===== config.mk =====
export PLATFORM = sky130hd
export DESIGN_NAME = tep_top
export DESIGN_NICKNAME = d
export VERILOG_FILES = /design/src/hdl/tep_fifo.v /design/src/hdl/tep_sync.v /design/src/hdl/tep_top.v
export VERILOG_INCLUDE_DIRS = /design/src /design/src/hdl
export SDC_FILE = /design/constraint.sdc
export NUM_CORES = 1
export LEC_CHECK = 0
export BUFFER_PORTS_ARGS = -buffer_cell sky130_fd_sc_hd__buf_4
export CAP_MARGIN = 20
export CORE_UTILIZATION = 40
export DETAILED_ROUTE_END_ITERATION = 8
export PLACE_DENSITY_LB_ADDON = 0.12
export SYNTH_ARGS = -nofsm -noshare
export SYNTH_HDL_FRONTEND = slang
export SYNTH_SLANG_ARGS = --single-unit

===== constraint.sdc =====
create_clock -name CLOCK -period 4.5 [get_ports CLOCK]
set_input_delay 0.225 -clock CLOCK [delete_from_list [all_inputs] [get_ports CLOCK]]
set_output_delay 0.225 -clock CLOCK [all_outputs]
set_load 0.02 [all_outputs]

===== src/hdl/tep_consts.vh =====
// constants for the trim eeprom programming block
// assumes a 50 MHz system clock and a 32-bit apb register bus
`ifndef TEP_CONSTS_VH
`define TEP_CONSTS_VH

// apb byte offsets
`define TEP_ADDR_CTRL        8'h00
`define TEP_ADDR_STATUS      8'h04
`define TEP_ADDR_SHIFT       8'h08
`define TEP_ADDR_MAP_BASE    8'h40

// ctrl fields
`define TEP_CTRL_HOLD        0
`define TEP_CTRL_FRAME_CLR   1

// status fields
`define TEP_ST_FRAME_FULL    0
`define TEP_ST_FIFO_EMPTY    1
`define TEP_ST_FIFO_FULL     2
`define TEP_ST_OVERFLOW      3
`define TEP_ST_BAD_INDEX     4
`define TEP_ST_BAD_FILTER    5
`define TEP_ST_NO_SUPPLY     6
`define TEP_ST_SHORT_FRAME   7
`define TEP_ST_COUNT_LSB     8

// frame layout, first bit in ends in bit 0
`define TEP_FRAME_BITS       5'h10
`define TEP_FR_TAIL          0
`define TEP_FR_IDX_LSB       1
`define TEP_FR_IDX_MSB       4
`define TEP_FR_DATA_LSB      5
`define TEP_FR_DATA_MSB      14
`define TEP_FR_CLEAR_N       15

// eeprom map
`define TEP_MAP_WORDS        4'ha
`define TEP_LOC_CAP_LO       4'h4
`define TEP_LOC_CAP_HI       4'h5
`define TEP_LOC_FEEDBACK     4'h6
`define TEP_LOC_FILTER       4'h7
`define TEP_LOC_GAIN         4'h8
`define TEP_LOC_BIAS         4'h9

// decode constants
`define TEP_CAP_STEP_FF      14'h013
`define TEP_DC_NOMINAL       6'h10
`define TEP_GAIN_NOMINAL     9'h080
`define TEP_FILTER_CODES     4'h9

`endif


===== src/hdl/tep_fifo.v =====
// synchronous fifo with valid/ready on both sides
// assumes one clock; depth is a power of two
`timescale 1ns/1ns
module tep_fifo #(
  parameter WIDTH = 16,
  parameter DEPTH = 16,
  parameter AW    = 4
) (
  input  wire             clk,
  input  wire             rst_n,
  input  wire             in_valid,
  output wire             in_ready,
  input  wire [WIDTH-1:0] in_data,
  output wire             out_valid,
  input  wire             out_ready,
  output wire [WIDTH-1:0] out_data,
  output wire             full,
  output wire             empty
);
  reg [WIDTH-1:0] mem [0:DEPTH-1];
  reg [AW-1:0]    wr_ptr_q;
  reg [AW-1:0]    rd_ptr_q;
  reg [AW:0]      count_q;
  wire            push;
  wire            pop;

  assign full      = (count_q == DEPTH[AW:0]);
  assign empty     = (count_q == {(AW+1){1'b0}});
  assign in_ready  = !full;
  assign out_valid = !empty;
  assign out_data  = mem[rd_ptr_q];
  assign push      = in_valid && !full;
  assign pop       = out_ready && !empty;

  always @(posedge clk) begin
    if (push) begin
      mem[wr_ptr_q] <= in_data;
    end
  end

  always @(posedge clk or negedge rst_n) begin
    if (!rst_n) begin
      wr_ptr_q <= {AW{1'b0}};
      rd_ptr_q <= {AW{1'b0}};
      count_q  <= {(AW+1){1'b0}};
    end else begin
      if (push) begin
        wr_ptr_q <= wr_ptr_q + 1'b1;
      end
      if (pop) begin
        rd_ptr_q <= rd_ptr_q + 1'b1;
      end
      if (push && !pop) begin
        count_q <= count_q + 1'b1;
      end else if (pop && !push) begin
        count_q <= count_q - 1'b1;
      end
    end
  end
endmodule // tep_fifo


===== src/hdl/tep_sync.v =====
// two-flop synchroniser for a group of independent levels
// assumes each bit is a slow level from outside the clock domain
`timescale 1ns/1ns
module tep_sync #(
  parameter W = 4
) (
  input  wire         clk,
  input  wire         rst_n,
  input  wire [W-1:0] async_in,
  output wire [W-1:0] sync_out
);
  reg [W-1:0] meta_q;
  reg [W-1:0] sync_q;

  // first stage feeds only the second stage
  always @(posedge clk or negedge rst_n) begin
    if (!rst_n) begin
      meta_q <= {W{1'b0}};
      sync_q <= {W{1'b0}};
    end else begin
      meta_q <= async_in;
      sync_q <= meta_q;
    end
  end

  assign sync_out = sync_q;
endmodule // tep_sync


===== src/hdl/tep_top.v =====
// serial eeprom programming port, trim map and trim field decode
// assumes apb master on CLOCK; programmer pins are asynchronous and slow
//
// Design decisions made here: the register offsets and register access over APB.
`timescale 1ns/1ns
`include "tep_consts.vh"
module tep_top #(
  parameter APPLY_DIV   = 16,
  parameter ERASED_WORD = 10'h000
) (
  input  wire        CLOCK,
  input  wire        RST_N,
  input  wire        PSEL,
  input  wire        PENABLE,
  input  wire        PWRITE,
  input  wire [7:0]  PADDR,
  input  wire [31:0] PWDATA,
  output reg         PREADY,
  output reg  [31:0] PRDATA,
  output reg         PSLVERR,
  input  wire        PROG_SUPPLY_PIN,
  input  wire        SERIAL_IN_PIN,
  input  wire        SERIAL_STROBE_PIN,
  input  wire        COMMIT_PIN,
  output reg  [8:0]  BALANCE_CAP_CODE,
  output reg  [13:0] BALANCE_CAP_FF,
  output reg  [5:0]  TRIM_CAP_CODE,
  output reg  [10:0] TRIM_CAP_FF,
  output reg  [9:0]  FEEDBACK_CAP_CODE,
  output reg  [3:0]  FILTER_CORNER_CODE,
  output reg  [8:0]  FILTER_SEL,
  output reg         OUTPUT_BASE_SEL,
  output reg  [4:0]  DC_SHIFT_TRIM,
  output reg  [5:0]  DC_SHIFT_STEPS,
  output reg  [7:0]  GAIN_FINE_TRIM,
  output reg  [8:0]  GAIN_FINE_STEPS,
  output reg         AMP_RANGE_SEL,
  output reg  [3:0]  REF_VOLT_TRIM,
  output reg  [2:0]  BIAS_CURRENT_TRIM,
  output reg  [2:0]  OSC_TRIM
);
  // ==========================================================
  // pin synchronisers
  wire [3:0] pins_s;
  wire       data_s;
  wire       strobe_s;
  wire       commit_s;
  wire       supply_s;
  reg        strobe_prev_q;
  reg        commit_prev_q;

  tep_sync #(.W(4)) u_sync (
    .clk      (CLOCK),
    .rst_n    (RST_N),
    .async_in ({PROG_SUPPLY_PIN, COMMIT_PIN, SERIAL_STROBE_PIN, SERIAL_IN_PIN}),
    .sync_out (pins_s)
  );
  assign data_s   = pins_s[0];
  assign strobe_s = pins_s[1];
  assign commit_s = pins_s[2];
  assign supply_s = pins_s[3];

  wire strobe_rise = strobe_s && !strobe_prev_q;
  wire commit_rise = commit_s && !commit_prev_q;

  // ==========================================================
  // frame shifter
  reg  [15:0] shift_q;
  reg  [4:0]  count_q;
  reg         hold_q;
  wire        frame_full = (count_q == `TEP_FRAME_BITS);
  wire        apb_wr;
  wire        frame_clr;
  wire        fifo_in_ready;
  wire        fifo_push = commit_rise && frame_full && supply_s;

  always @(posedge CLOCK or negedge RST_N) begin
    if (!RST_N) begin
      strobe_prev_q <= 1'b0;
      commit_prev_q <= 1'b0;
      shift_q       <= 16'h0000;
      count_q       <= 5'h00;
    end else begin
      strobe_prev_q <= strobe_s;
      commit_prev_q <= commit_s;
      if (strobe_rise) begin
        shift_q <= {data_s, shift_q[15:1]};
      end
      if (commit_rise || frame_clr) begin
        count_q <= 5'h00;
      end else if (strobe_rise && !frame_full) begin
        count_q <= count_q + 5'h01;
      end
    end
  end

  // ==========================================================
  // committed frame queue; drain may be held so it fills
  wire        fifo_out_valid;
  wire [15:0] fifo_out_data;
  wire        fifo_full;
  wire        fifo_empty;
  reg         tick_q;
  reg  [15:0] div_q;
  wire        drain = tick_q && !hold_q;

  tep_fifo #(.WIDTH(16), .DEPTH(16), .AW(4)) u_fifo (
    .clk       (CLOCK),
    .rst_n     (RST_N),
    .in_valid  (fifo_push),
    .in_ready  (fifo_in_ready),
    .in_data   (shift_q),
    .out_valid (fifo_out_valid),
    .out_ready (drain),
    .out_data  (fifo_out_data),
    .full      (fifo_full),
    .empty     (fifo_empty)
  );

  // apply rate: one frame per enable pulse, models cell write time
  always @(posedge CLOCK or negedge RST_N) begin
    if (!RST_N) begin
      div_q  <= 16'h0000;
      tick_q <= 1'b0;
    end else if (div_q == APPLY_DIV[15:0] - 16'h0001) begin
      div_q  <= 16'h0000;
      tick_q <= 1'b1;
    end else begin
      div_q  <= div_q + 16'h0001;
      tick_q <= 1'b0;
    end
  end

  // ==========================================================
  // eeprom map and sticky flags
  reg  [9:0] map_q [0:15];
  reg        overflow_q;
  reg        bad_index_q;
  reg        no_supply_q;
  reg        short_frame_q;
  wire       pop = fifo_out_valid && drain;
  wire [3:0] fr_idx = fifo_out_data[`TEP_FR_IDX_MSB:`TEP_FR_IDX_LSB];
  wire       st_clr = apb_wr && (PADDR == `TEP_ADDR_STATUS);
  integer    i;

  always @(posedge CLOCK or negedge RST_N) begin
    if (!RST_N) begin
      for (i = 0; i < 16; i = i + 1) begin
        map_q[i] <= 10'h000;
      end
    end else if (pop) begin
      if (!fifo_out_data[`TEP_FR_CLEAR_N]) begin
        for (i = 0; i < 16; i = i + 1) begin
          map_q[i] <= ERASED_WORD;
        end
      end else if (fr_idx < `TEP_MAP_WORDS) begin
        map_q[fr_idx] <= fifo_out_data[`TEP_FR_DATA_MSB:`TEP_FR_DATA_LSB];
      end
    end
  end

  // set wins over a software clear in the same cycle
  wire set_ovf   = fifo_push && !fifo_in_ready;
  wire set_badix = pop && fifo_out_data[`TEP_FR_CLEAR_N] && !(fr_idx < `TEP_MAP_WORDS);
  wire set_nosup = commit_rise && frame_full && !supply_s;
  wire set_short = commit_rise && !frame_full;

  always @(posedge CLOCK or negedge RST_N) begin
    if (!RST_N) begin
      overflow_q    <= 1'b0;
      bad_index_q   <= 1'b0;
      no_supply_q   <= 1'b0;
      short_frame_q <= 1'b0;
    end else begin
      overflow_q    <= set_ovf   || (overflow_q    && !(st_clr && PWDATA[`TEP_ST_OVERFLOW]));
      bad_index_q   <= set_badix || (bad_index_q   && !(st_clr && PWDATA[`TEP_ST_BAD_INDEX]));
      no_supply_q   <= set_nosup || (no_supply_q   && !(st_clr && PWDATA[`TEP_ST_NO_SUPPLY]));
      short_frame_q <= set_short || (short_frame_q && !(st_clr && PWDATA[`TEP_ST_SHORT_FRAME]));
    end
  end

  // ==========================================================
  // field decode from the map
  wire [9:0]  w4 = map_q[`TEP_LOC_CAP_LO];
  wire [9:0]  w5 = map_q[`TEP_LOC_CAP_HI];
  wire [9:0]  w6 = map_q[`TEP_LOC_FEEDBACK];
  wire [9:0]  w7 = map_q[`TEP_LOC_FILTER];
  wire [9:0]  w8 = map_q[`TEP_LOC_GAIN];
  wire [9:0]  w9 = map_q[`TEP_LOC_BIAS];
  // only locations 4 to 9 used
  wire [8:0]  bal_d  = {w5[6:0], w4[9], w4[8]};
  wire [5:0]  trim_d = {w4[2], w4[3], w4[4], w4[5], w4[6], w4[7]};
  wire [3:0]  filt_d = {w7[4], w7[3], w7[2], w7[1]};
  wire [4:0]  dc_d   = {w7[6], w7[7], w7[8], w7[9], w8[0]};
  wire [7:0]  gain_d = {w8[1], w8[2], w8[3], w8[4], w8[5], w8[6], w8[7], w8[8]};
  wire [13:0] bal_ff  = {5'h00, bal_d} * `TEP_CAP_STEP_FF;
  wire [13:0] trim_ff = {8'h00, trim_d} * `TEP_CAP_STEP_FF;
  reg  [8:0]  filt_sel;
  wire        bad_filter = !(filt_d < `TEP_FILTER_CODES);

  always @* begin
    filt_sel = 9'h000;
    case (filt_d)
      4'h0:    filt_sel = 9'h001;
      4'h1:    filt_sel = 9'h002;
      4'h2:    filt_sel = 9'h004;
      4'h3:    filt_sel = 9'h008;
      4'h4:    filt_sel = 9'h010;
      4'h5:    filt_sel = 9'h020;
      4'h6:    filt_sel = 9'h040;
      4'h7:    filt_sel = 9'h080;
      4'h8:    filt_sel = 9'h100;
      default: filt_sel = 9'h000;
    endcase
  end

  always @(posedge CLOCK or negedge RST_N) begin
    if (!RST_N) begin
      BALANCE_CAP_CODE   <= 9'h000;
      BALANCE_CAP_FF     <= 14'h0000;
      TRIM_CAP_CODE      <= 6'h00;
      TRIM_CAP_FF        <= 11'h000;
      FEEDBACK_CAP_CODE  <= 10'h000;
      FILTER_CORNER_CODE <= 4'h0;
      FILTER_SEL         <= 9'h001;
      OUTPUT_BASE_SEL    <= 1'b0;
      DC_SHIFT_TRIM      <= 5'h00;
      DC_SHIFT_STEPS     <= 6'h30;
      GAIN_FINE_TRIM     <= 8'h00;
      GAIN_FINE_STEPS    <= 9'h180;
      AMP_RANGE_SEL      <= 1'b0;
      REF_VOLT_TRIM      <= 4'h0;
      BIAS_CURRENT_TRIM  <= 3'h0;
      OSC_TRIM           <= 3'h0;
    end else begin
      BALANCE_CAP_CODE   <= bal_d;
      BALANCE_CAP_FF     <= bal_ff;
      TRIM_CAP_CODE      <= trim_d;
      TRIM_CAP_FF        <= trim_ff[10:0];
      FEEDBACK_CAP_CODE  <= {w6[6:0], w5[9], w5[8], w5[7]};
      FILTER_CORNER_CODE <= filt_d;
      FILTER_SEL         <= filt_sel;
      OUTPUT_BASE_SEL    <= w7[5];
      DC_SHIFT_TRIM      <= dc_d;
      DC_SHIFT_STEPS     <= {1'b0, dc_d} - `TEP_DC_NOMINAL;
      GAIN_FINE_TRIM     <= gain_d;
      GAIN_FINE_STEPS    <= {1'b0, gain_d} - `TEP_GAIN_NOMINAL;
      AMP_RANGE_SEL      <= w6[8];
      REF_VOLT_TRIM      <= w9[6:3];
      BIAS_CURRENT_TRIM  <= w9[9:7];
      OSC_TRIM           <= {w9[0], w9[1], w9[2]};
    end
  end

  // ==========================================================
  // apb slave: decode in setup, answer in the first access cycle
  reg  [31:0] rd_d;
  reg         err_d;
  reg         frame_clr_q;
  wire        map_hit = (PADDR[7:6] == 2'b01) && (PADDR[1:0] == 2'b00) && (PADDR[5:2] < `TEP_MAP_WORDS);
  wire        setup   = PSEL && !PENABLE && !PREADY;
  assign apb_wr    = PSEL && PENABLE && PREADY && PWRITE && !PSLVERR;
  assign frame_clr = frame_clr_q;

  always @* begin
    rd_d  = 32'h00000000;
    err_d = 1'b0;
    case (PADDR)
      `TEP_ADDR_CTRL:   rd_d = {31'h00000000, hold_q};
      `TEP_ADDR_STATUS: rd_d = {19'h00000, count_q, short_frame_q, no_supply_q, bad_filter,
                                bad_index_q, overflow_q, fifo_full, fifo_empty, frame_full};
      `TEP_ADDR_SHIFT:  rd_d = {16'h0000, shift_q};
      default: begin
        if (map_hit) begin
          rd_d = {22'h000000, map_q[PADDR[5:2]]};
        end else begin
          err_d = 1'b1;
        end
      end
    endcase
  end

  always @(posedge CLOCK or negedge RST_N) begin
    if (!RST_N) begin
      PREADY      <= 1'b0;
      PRDATA      <= 32'h00000000;
      PSLVERR     <= 1'b0;
      hold_q      <= 1'b0;
      frame_clr_q <= 1'b0;
    end else begin
      PREADY      <= setup;
      frame_clr_q <= apb_wr && (PADDR == `TEP_ADDR_CTRL) && PWDATA[`TEP_CTRL_FRAME_CLR];
      if (setup) begin
        PRDATA  <= PWRITE ? 32'h00000000 : rd_d;
        PSLVERR <= err_d;
      end else if (PREADY) begin
        PSLVERR <= 1'b0;
      end
      if (apb_wr && (PADDR == `TEP_ADDR_CTRL)) begin
        hold_q <= PWDATA[`TEP_CTRL_HOLD];
      end
    end
  end
endmodule // tep_top


======== Yosys cells after proc, flatten, opt, wreduce, memory -nomap -nowiden ========
Memory sizes are Yosys's and may differ from the RTL's. A register that Yosys moved wholly into a read port is not among the register bits.
Cells that the tools add are included.
word-level totals
  bits in registers ....................... 355
  bits in writable memories ............... 256
  bits in read-only memories .............. 144
  bits of input ports ..................... 49
  output and inout port bits .............. 137
  memories kept ........................... 2
cells by class
  add/sub/neg operators ................... 8
  multipliers ............................. 2
  order comparisons ....................... 6
  eq/ne operators ......................... 7
  muxes and demuxes ....................... 23
  bitwise logic cells ..................... 2
  reductions and logical operators ........ 67
memories
  memory            words  width  rd ports  clocked after Yosys merged registers in  write ports  RTL line       RTL
  u_fifo.mem        16     16     1         0                                        1            tep_fifo.v:20  reg [WIDTH-1:0] mem [0:DEPTH-1];
  (name not given)  16     9      1         1                                        0            tep_top.v:203  case (filt_d)
operators with widths
  operator                                                                count
  160-bit 2-to-1 mux                                                      2
  160-bit bitwise mux                                                     1
  16-bit case mux with 3 select lines                                     1
  10-bit binary-select mux with 4-bit select                              1
  10-bit demux with 4-bit select                                          1
  10-bit 2-to-1 mux                                                       4
  1-bit logical AND                                                       35
  32-bit 2-to-1 mux                                                       1
  5-bit 2-to-1 mux                                                        4
  1-bit logical NOT                                                       19
  16-bit by 1-bit adder with 16-bit output, second input constant         1
  16-bit by 4-bit equality test with 1-bit output, second input constant  1
  16-bit 2-to-1 mux                                                       1
  9-bit by 5-bit multiplier with 14-bit output, second input constant     1
  4-bit less-than comparator, second input constant                       3
  6-bit by 5-bit multiplier with 11-bit output, second input constant     1
  5-bit by 1-bit adder with 5-bit output, second input constant           2
  5-bit equality test, second input constant                              2
  5-bit greater-or-equal comparator, second input constant                2
  4-bit NOT with 5-bit output                                             2
  8-bit by 8-bit subtractor with 9-bit output, second input constant      1
  4-bit by 1-bit adder with 4-bit output, second input constant           2
  8-bit by 3-bit equality test with 1-bit output, second input constant   1
  8-bit by 4-bit equality test with 1-bit output, second input constant   1
  other kinds (13)                                                        25

======== Depth between registers and ports, before layout ========
  depth after elaboration ................. 9
  depth in mapped cells ................... 14
  depth with buffers taken out ............ 14

======== Hierarchy ========
A second synthesis with hierarchy kept.
unflattened totals
  cell total of the unflattened synthesis .. 1604
  area, all modules ....................... 23148.5 um2
by module, submodules not included
  module    instances  cells each  area each (um2)  sequential area each (um2)
  tep_top   1          1046        12067.8          6309.8
  tep_fifo  1          550         10880.4          8012.7
  tep_sync  1          8           200.2            200.2

======== Least setup slack after synthesis ========
No wires, ideal clock.
  path kind ............................... flip-flop to flip-flop
  from .................................... reg count_q[0]
  to ...................................... mem u_fifo.mem[5][10], enable pin
  data arrival time ....................... 2.862 ns
  data required time ...................... 4.094 ns
  path slack .............................. 1.232 ns
  stages on the path, launching flop included .. 9
  buffers on the path ..................... 0
  clock period less this slack ............ 3.268 ns
  path through ............................ dfrtp_1 inv_1 ha_1 nand2_1 nor3_1 nand3_1 a21oi_1 nand2_1 nor3_1
between the ends
  longest elaborated chain between the ends .. 6
RTL lines
  what                                    RTL line       RTL
  from (decl)                             tep_top.v:69   reg [4:0] count_q;
  from (signal assigned)                  tep_top.v:92   count_q <= count_q + 5'h01;
  5-bit equality test (no source line)    -
  1-bit logical AND (2 in series)         tep_top.v:75   wire fifo_push = commit_rise && frame_full && supply_s;
  1-bit logical AND                       tep_fifo.v:32  assign push = in_valid && !full;
  named net u_fifo.push                   tep_fifo.v:24  wire push;
  1-bit 2-to-1 mux                        tep_fifo.v:36  if (push) begin
  1-bit 2-to-1 mux (implied by the code)  tep_fifo.v:37  mem[wr_ptr_q] <= in_data;
  to (decl)                               tep_fifo.v:20
The timed path passes the listed nets, and every way through them passes these cells.

======== Final worst setup path ========
  from .................................... reg count_q[0]
  to ...................................... reg u_fifo.count_q[4]
between the ends
  longest elaborated chain between the ends .. 7
RTL lines
  what                                      RTL line       RTL
  5-bit equality test (no source line) (*)  -
  1-bit logical AND (*) (2 in series)       tep_top.v:75
  1-bit logical AND (*)                     tep_fifo.v:32
  named net u_fifo.push                     tep_fifo.v:24
  1-bit logical NOT                         tep_fifo.v:55  end else if (pop && !push) begin
  1-bit logical AND                         tep_fifo.v:55
  2-bit nonzero test (no source line)       -
  to (signal assigned)                      tep_fifo.v:45  count_q <= {(AW+1){1'b0}};
  to (signal assigned)                      tep_fifo.v:54  count_q <= count_q + 1'b1;
  to (signal assigned)                      tep_fifo.v:56  count_q <= count_q - 1'b1;
  to (decl)                                 tep_fifo.v:23  reg [AW:0] count_q;
The timed path passes the listed nets; every way through them passes the cells marked *.
A chain may end at the register's enable or synchronous reset.

==> summary by stage <==
Run status
The run finished with clean final reports.

Final layout
Relative to the synthesized area, the layout overhead comes to 17.1%. The multi-input combinational cells in the finished layout cover a total of 6570 µm². Leaving out fill and tap cells, the most frequent cell in the layout is sky130_fd_sc_hd__dfrtp_1. In the layout the commonest cells are sky130_fd_sc_hd__dfrtp_1, sky130_fd_sc_hd__edfxtp_1, sky130_fd_sc_hd__buf_4.

0 antenna diodes ended up in the layout. The fraction of final layout cells sized beyond drive strength 1 is 24.8%. The filler cells instantiated in the layout total 4,610. At the end of the flow, the number of nets in the layout was 1,618. The register area is 14,000 µm².

Setup path
The critical path data required time is 4.98 ns. Across all register-to-register paths, the minimum setup slack is 0.91 ns. For this run, the slowest stage of the critical path takes 0.65 ns. The critical path crosses 15 cells after its start point. Counting both buffers and inverters, the worst setup path holds a total of 3. Measured in cells, the most critical reg-to-reg path has a length of 15. The worst endpoint data arrival time is 4.07 ns.

The largest driver fanout on the critical path is 10. In this run the critical register-to-register path is launched from count_q[0]. The worst setup path is of the reg -> reg kind.

On the critical path the largest part of the delay comes from simple AND/OR/NAND/NOR gates. The sort of element at the start of the critical path is a flip-flop. Walking the worst path, the cells encountered are inv_1, ha_1, nand2_1, nor3_1, nand3_1, a21oi_1, buf_4, ha_1, inv_1, fa_1, a21o_1, a21oi_1, xnor2_1, nor2_1, xor2_1. The endpoint of the worst-slack reg-to-reg timing path is u_fifo.count_q[4]. The slowest stage of the critical path belongs to the cell sky130_fd_sc_hd__nor3_1.

The type of element capturing the critical path is a flip-flop.

Run
The number of max-cap violations is 0.

Placed design
Buffers placed on the I/O ports in this run total 143. Timing analysis after detailed placement gives a worst setup slack of 0.924 ns. At the end of routability-driven placement, the weighted congestion stood at 0.808. The HPWL after detailed placement is 34,200 µm.

STA
Counting I/O delays and the setup requirement, the final critical path takes 3.59 ns. The accumulated negative setup slack is 0 ns. Static timing analysis puts the maximum clock frequency at 0.278 GHz.

The number of failing setup endpoints in the final timing report is 0. Setup repair after global routing left no endpoint under its margin. The worst slew slack as a fraction of its limit is 28.7%.

The final critical path takes up 79.8% of the cycle. The measured slew at the worst slew-check pin is 1.07 ns. The post-route worst setup slack is 0.909 ns. The count of pins over their slew limit is 0. The clock tree skew after final layout is 0.0143 ns. The number of endpoints with negative hold slack in the final report came to 0.

Detailed routing
The DRC marker count from the first detailed-route iteration is 879. The routed layout has 12,153 vias. The first detailed-routing pass took 5 iterations. The routed length per placed instance is 23.3 µm. In the routed design, unresolved DRC markers number 0. Dividing the detail-routed via count by the number of cells gives 5.41. The total routed wirelength is 52,300 µm. The detail route stage leaves a number of antenna-violating nets equal to 0.

Global routing
The first global-routing pass estimated 79,300 µm of wire. The initial antenna violation count is 1. Across every metal layer, demand over resource in global routing totals 19.8%. The total overflow left after global routing is 0. The pin count of the biggest net entering global routing is 106. The number of global-route vias before repair came to 12,429.

Min path
The startpoint identified for the worst hold timing path is PWDATA[4]. The worst hold path passes through 3 cells. The path class of the tightest hold or removal check is in -> reg. The worst hold path terminates at bad_index_q.

Synth
The share of the synthesized area in the top cell type is 33.9%. The flip-flop and latch count after synthesis is 513. The biggest area contributor in the post-synthesis netlist is sky130_fd_sc_hd__edfxtp_1. The count of mapped cells out of synthesis is 1,349.

The Yosys step of the flow raised 0 warnings. The synthesized netlist occupies a cell area of 21,200 µm². The count of flip-flops with a built-in enable after synthesis is 240. By area the synthesized netlist is led by sky130_fd_sc_hd__edfxtp_1, sky130_fd_sc_hd__dfrtp_1, sky130_fd_sc_hd__mux4_2, sky130_fd_sc_hd__a22o_1, sky130_fd_sc_hd__ha_1. The synthesized netlist contains 64 unique library cells.

In the synthesized netlist the async set-or-reset flop fraction comes to 53.2%. The average cell area after synthesis is 15.7 µm². The share of the Yosys chip area taken by registers is 66.1%. The prevailing post-synth register cell is sky130_fd_sc_hd__dfrtp_1.

Floorplanning
The floorplan step defined a core boundary enclosing 52,600 µm². The die is 232 µm tall. The full die area is 54,000 µm². Pin placement for this block handled 186 I/O pins. Row generation in the floorplan step produced 84 rows.

Once the floorplan was initialized, standard cells occupied 40.4% of the core. The floorplan die width is 232 µm.

CTS
The buffer depth of the longest clock path is 3. TritonCTS built the clock tree. The H-tree was split into 2 levels. The clock net in this run drives a total of 513 sinks. The register clock-pin slew on the reported worst setup and hold paths is 0.06 ns. The clock insertion delay at the later pin of the skew report is 0.60 ns. The total clock buffers created by CTS is 56.

The tree is rooted in a sky130_fd_sc_hd__clkbuf_16. Gates resized during post-CTS repair numbered 0.

Pwr
The maximum vdd drop is 0.000263 V. In this run the power density over the cells is 393 nW/µm². For this design the static power due to leakage is 10.4 nW.
## how the worst max path moves through the flow
stage / slack (ns) / start / to
after floorplan: 1.23 / count_q[0] / u_fifo.mem[5][10]
after global placement: 0.98 / u_fifo.rd_ptr_q[0] / w9[8]
after detailed placement: 0.92 / u_fifo.rd_ptr_q[0] / w9[8]
after CTS: 0.91 / u_fifo.rd_ptr_q[0] / w9[8]
after global routing: 0.74 / u_fifo.rd_ptr_q[0] / w9[3]
final: 0.91 / count_q[0] / u_fifo.count_q[4]
## metrics by stage
| step | cells | total power [W] | util (%) | hold slack [ns] | instance area, µm² |
|---|---|---|---|---|---|
| 2_1_floorplan | 1364 | 0.00534 | - | -0.0706 | 21300 |
| 3_3_place_gp | 2128 | 0.00550 | 43.8 | 0.239 | 23000 |
| 3_5_place_dp | 2128 | 0.00551 | 43.8 | 0.243 | 23000 |
| 4_1_cts | 2245 | 0.00989 | 47.3 | 0.0101 | 24900 |
| 5_1_grt | 2246 | 0.0101 | 47.3 | 0.0124 | 24900 |
| 6_report | 2246 | 0.00977 | 47.3 | 0.0124 | 24900 |
## tightest hold or removal path, delay by kind of cell
family	cells	cell delay, ns
AOI/OAI and AO/OA	1	0.13
buffers and inverters	1	0.12
and+or+nand+nor	1	0.09
## layer usage
metal / up-vias / wire length, µm / GRT usage, %
li1: 5427 / - / -
met1: 6360 / 22400 / 26.5
met2: 289 / 26300 / 33.2
met3: 77 / 2280 / 3.17
met4: 0 / 1340 / 5.80
met5: - / 0 / 0
## logic make-up after synthesis
kind of cell	synth area share [%]
AOI/OAI and AO/OA	8.90
xor gates and xnor gates	1.69
adders and majority gates	3.70
buffers and inverters	3.28
DFF	66.1
muxes	10.0
other	0.0177
and+or+nand+nor	6.26
## registers in the layout, indices dropped and copies added, names as in the netlist, 5 cells and up
register           cells
BALANCE_CAP_CODE       8
BALANCE_CAP_FF        14
DC_SHIFT_STEPS         5
FEEDBACK_CAP_CODE     10
FILTER_SEL             9
GAIN_FINE_STEPS        8
PRDATA                16
TRIM_CAP_CODE          5
TRIM_CAP_FF           11
count_q                5
div_q                 16
map_q                 40
shift_q               16
u_fifo.count_q         5
u_fifo.mem           240
w4                    10
w5                    10
w6                    10
w7                    10
w8                    10
w9                    10
## final cells by class
class	instances	area share, %
Clock inverter	19	0.478
Clock buffer	86	6.54
Sequential cell	513	56.5
Tap cell	688	3.46
Inverter	30	0.453
Timing Repair Buffer	196	6.17
Multi-Input combinational cell	714	26.4
## Yosys cell counts, types with 10 or more instances
library cell,n
sky130_fd_sc_hd__mux4_2,85
sky130_fd_sc_hd__nor2b_1,15
sky130_fd_sc_hd__edfxtp_1,240
sky130_fd_sc_hd__xnor2_1,29
sky130_fd_sc_hd__nor2_1,48
sky130_fd_sc_hd__a21oi_1,31
sky130_fd_sc_hd__o21ai_0,20
sky130_fd_sc_hd__buf_4,32
sky130_fd_sc_hd__and2_1,10
sky130_fd_sc_hd__dfrtp_1,270
sky130_fd_sc_hd__clkbuf_1,36
sky130_fd_sc_hd__xor2_1,12
sky130_fd_sc_hd__mux2_2,10
sky130_fd_sc_hd__a22oi_1,18
sky130_fd_sc_hd__ha_1,50
sky130_fd_sc_hd__a22o_1,82
sky130_fd_sc_hd__a32o_1,23
sky130_fd_sc_hd__inv_1,30
sky130_fd_sc_hd__nor3_1,17
sky130_fd_sc_hd__mux2i_1,10
sky130_fd_sc_hd__nand3_1,12
sky130_fd_sc_hd__buf_2,31
sky130_fd_sc_hd__nand2_1,100
sky130_fd_sc_hd__and3b_1,11
## report_power, final
| group | leakage, nW | internal, W | switching (W) |
|---|---|---|---|
| clock network | 0.860 | 0.00253 | 0.00181 |
| registers | 5.96 | 0.00505 | 0.000149 |
| logic | 3.60 | 0.0000675 | 0.000153 |
## repair_timing
| item | in CTS | in global routing |
|---|---|---|
| endpoints found under the hold margin | 88 | 0 |
| hold buffers | 12 | 0 |
| buffers inserted | 0 | 0 |
Power figures use the tool's default switching activity.
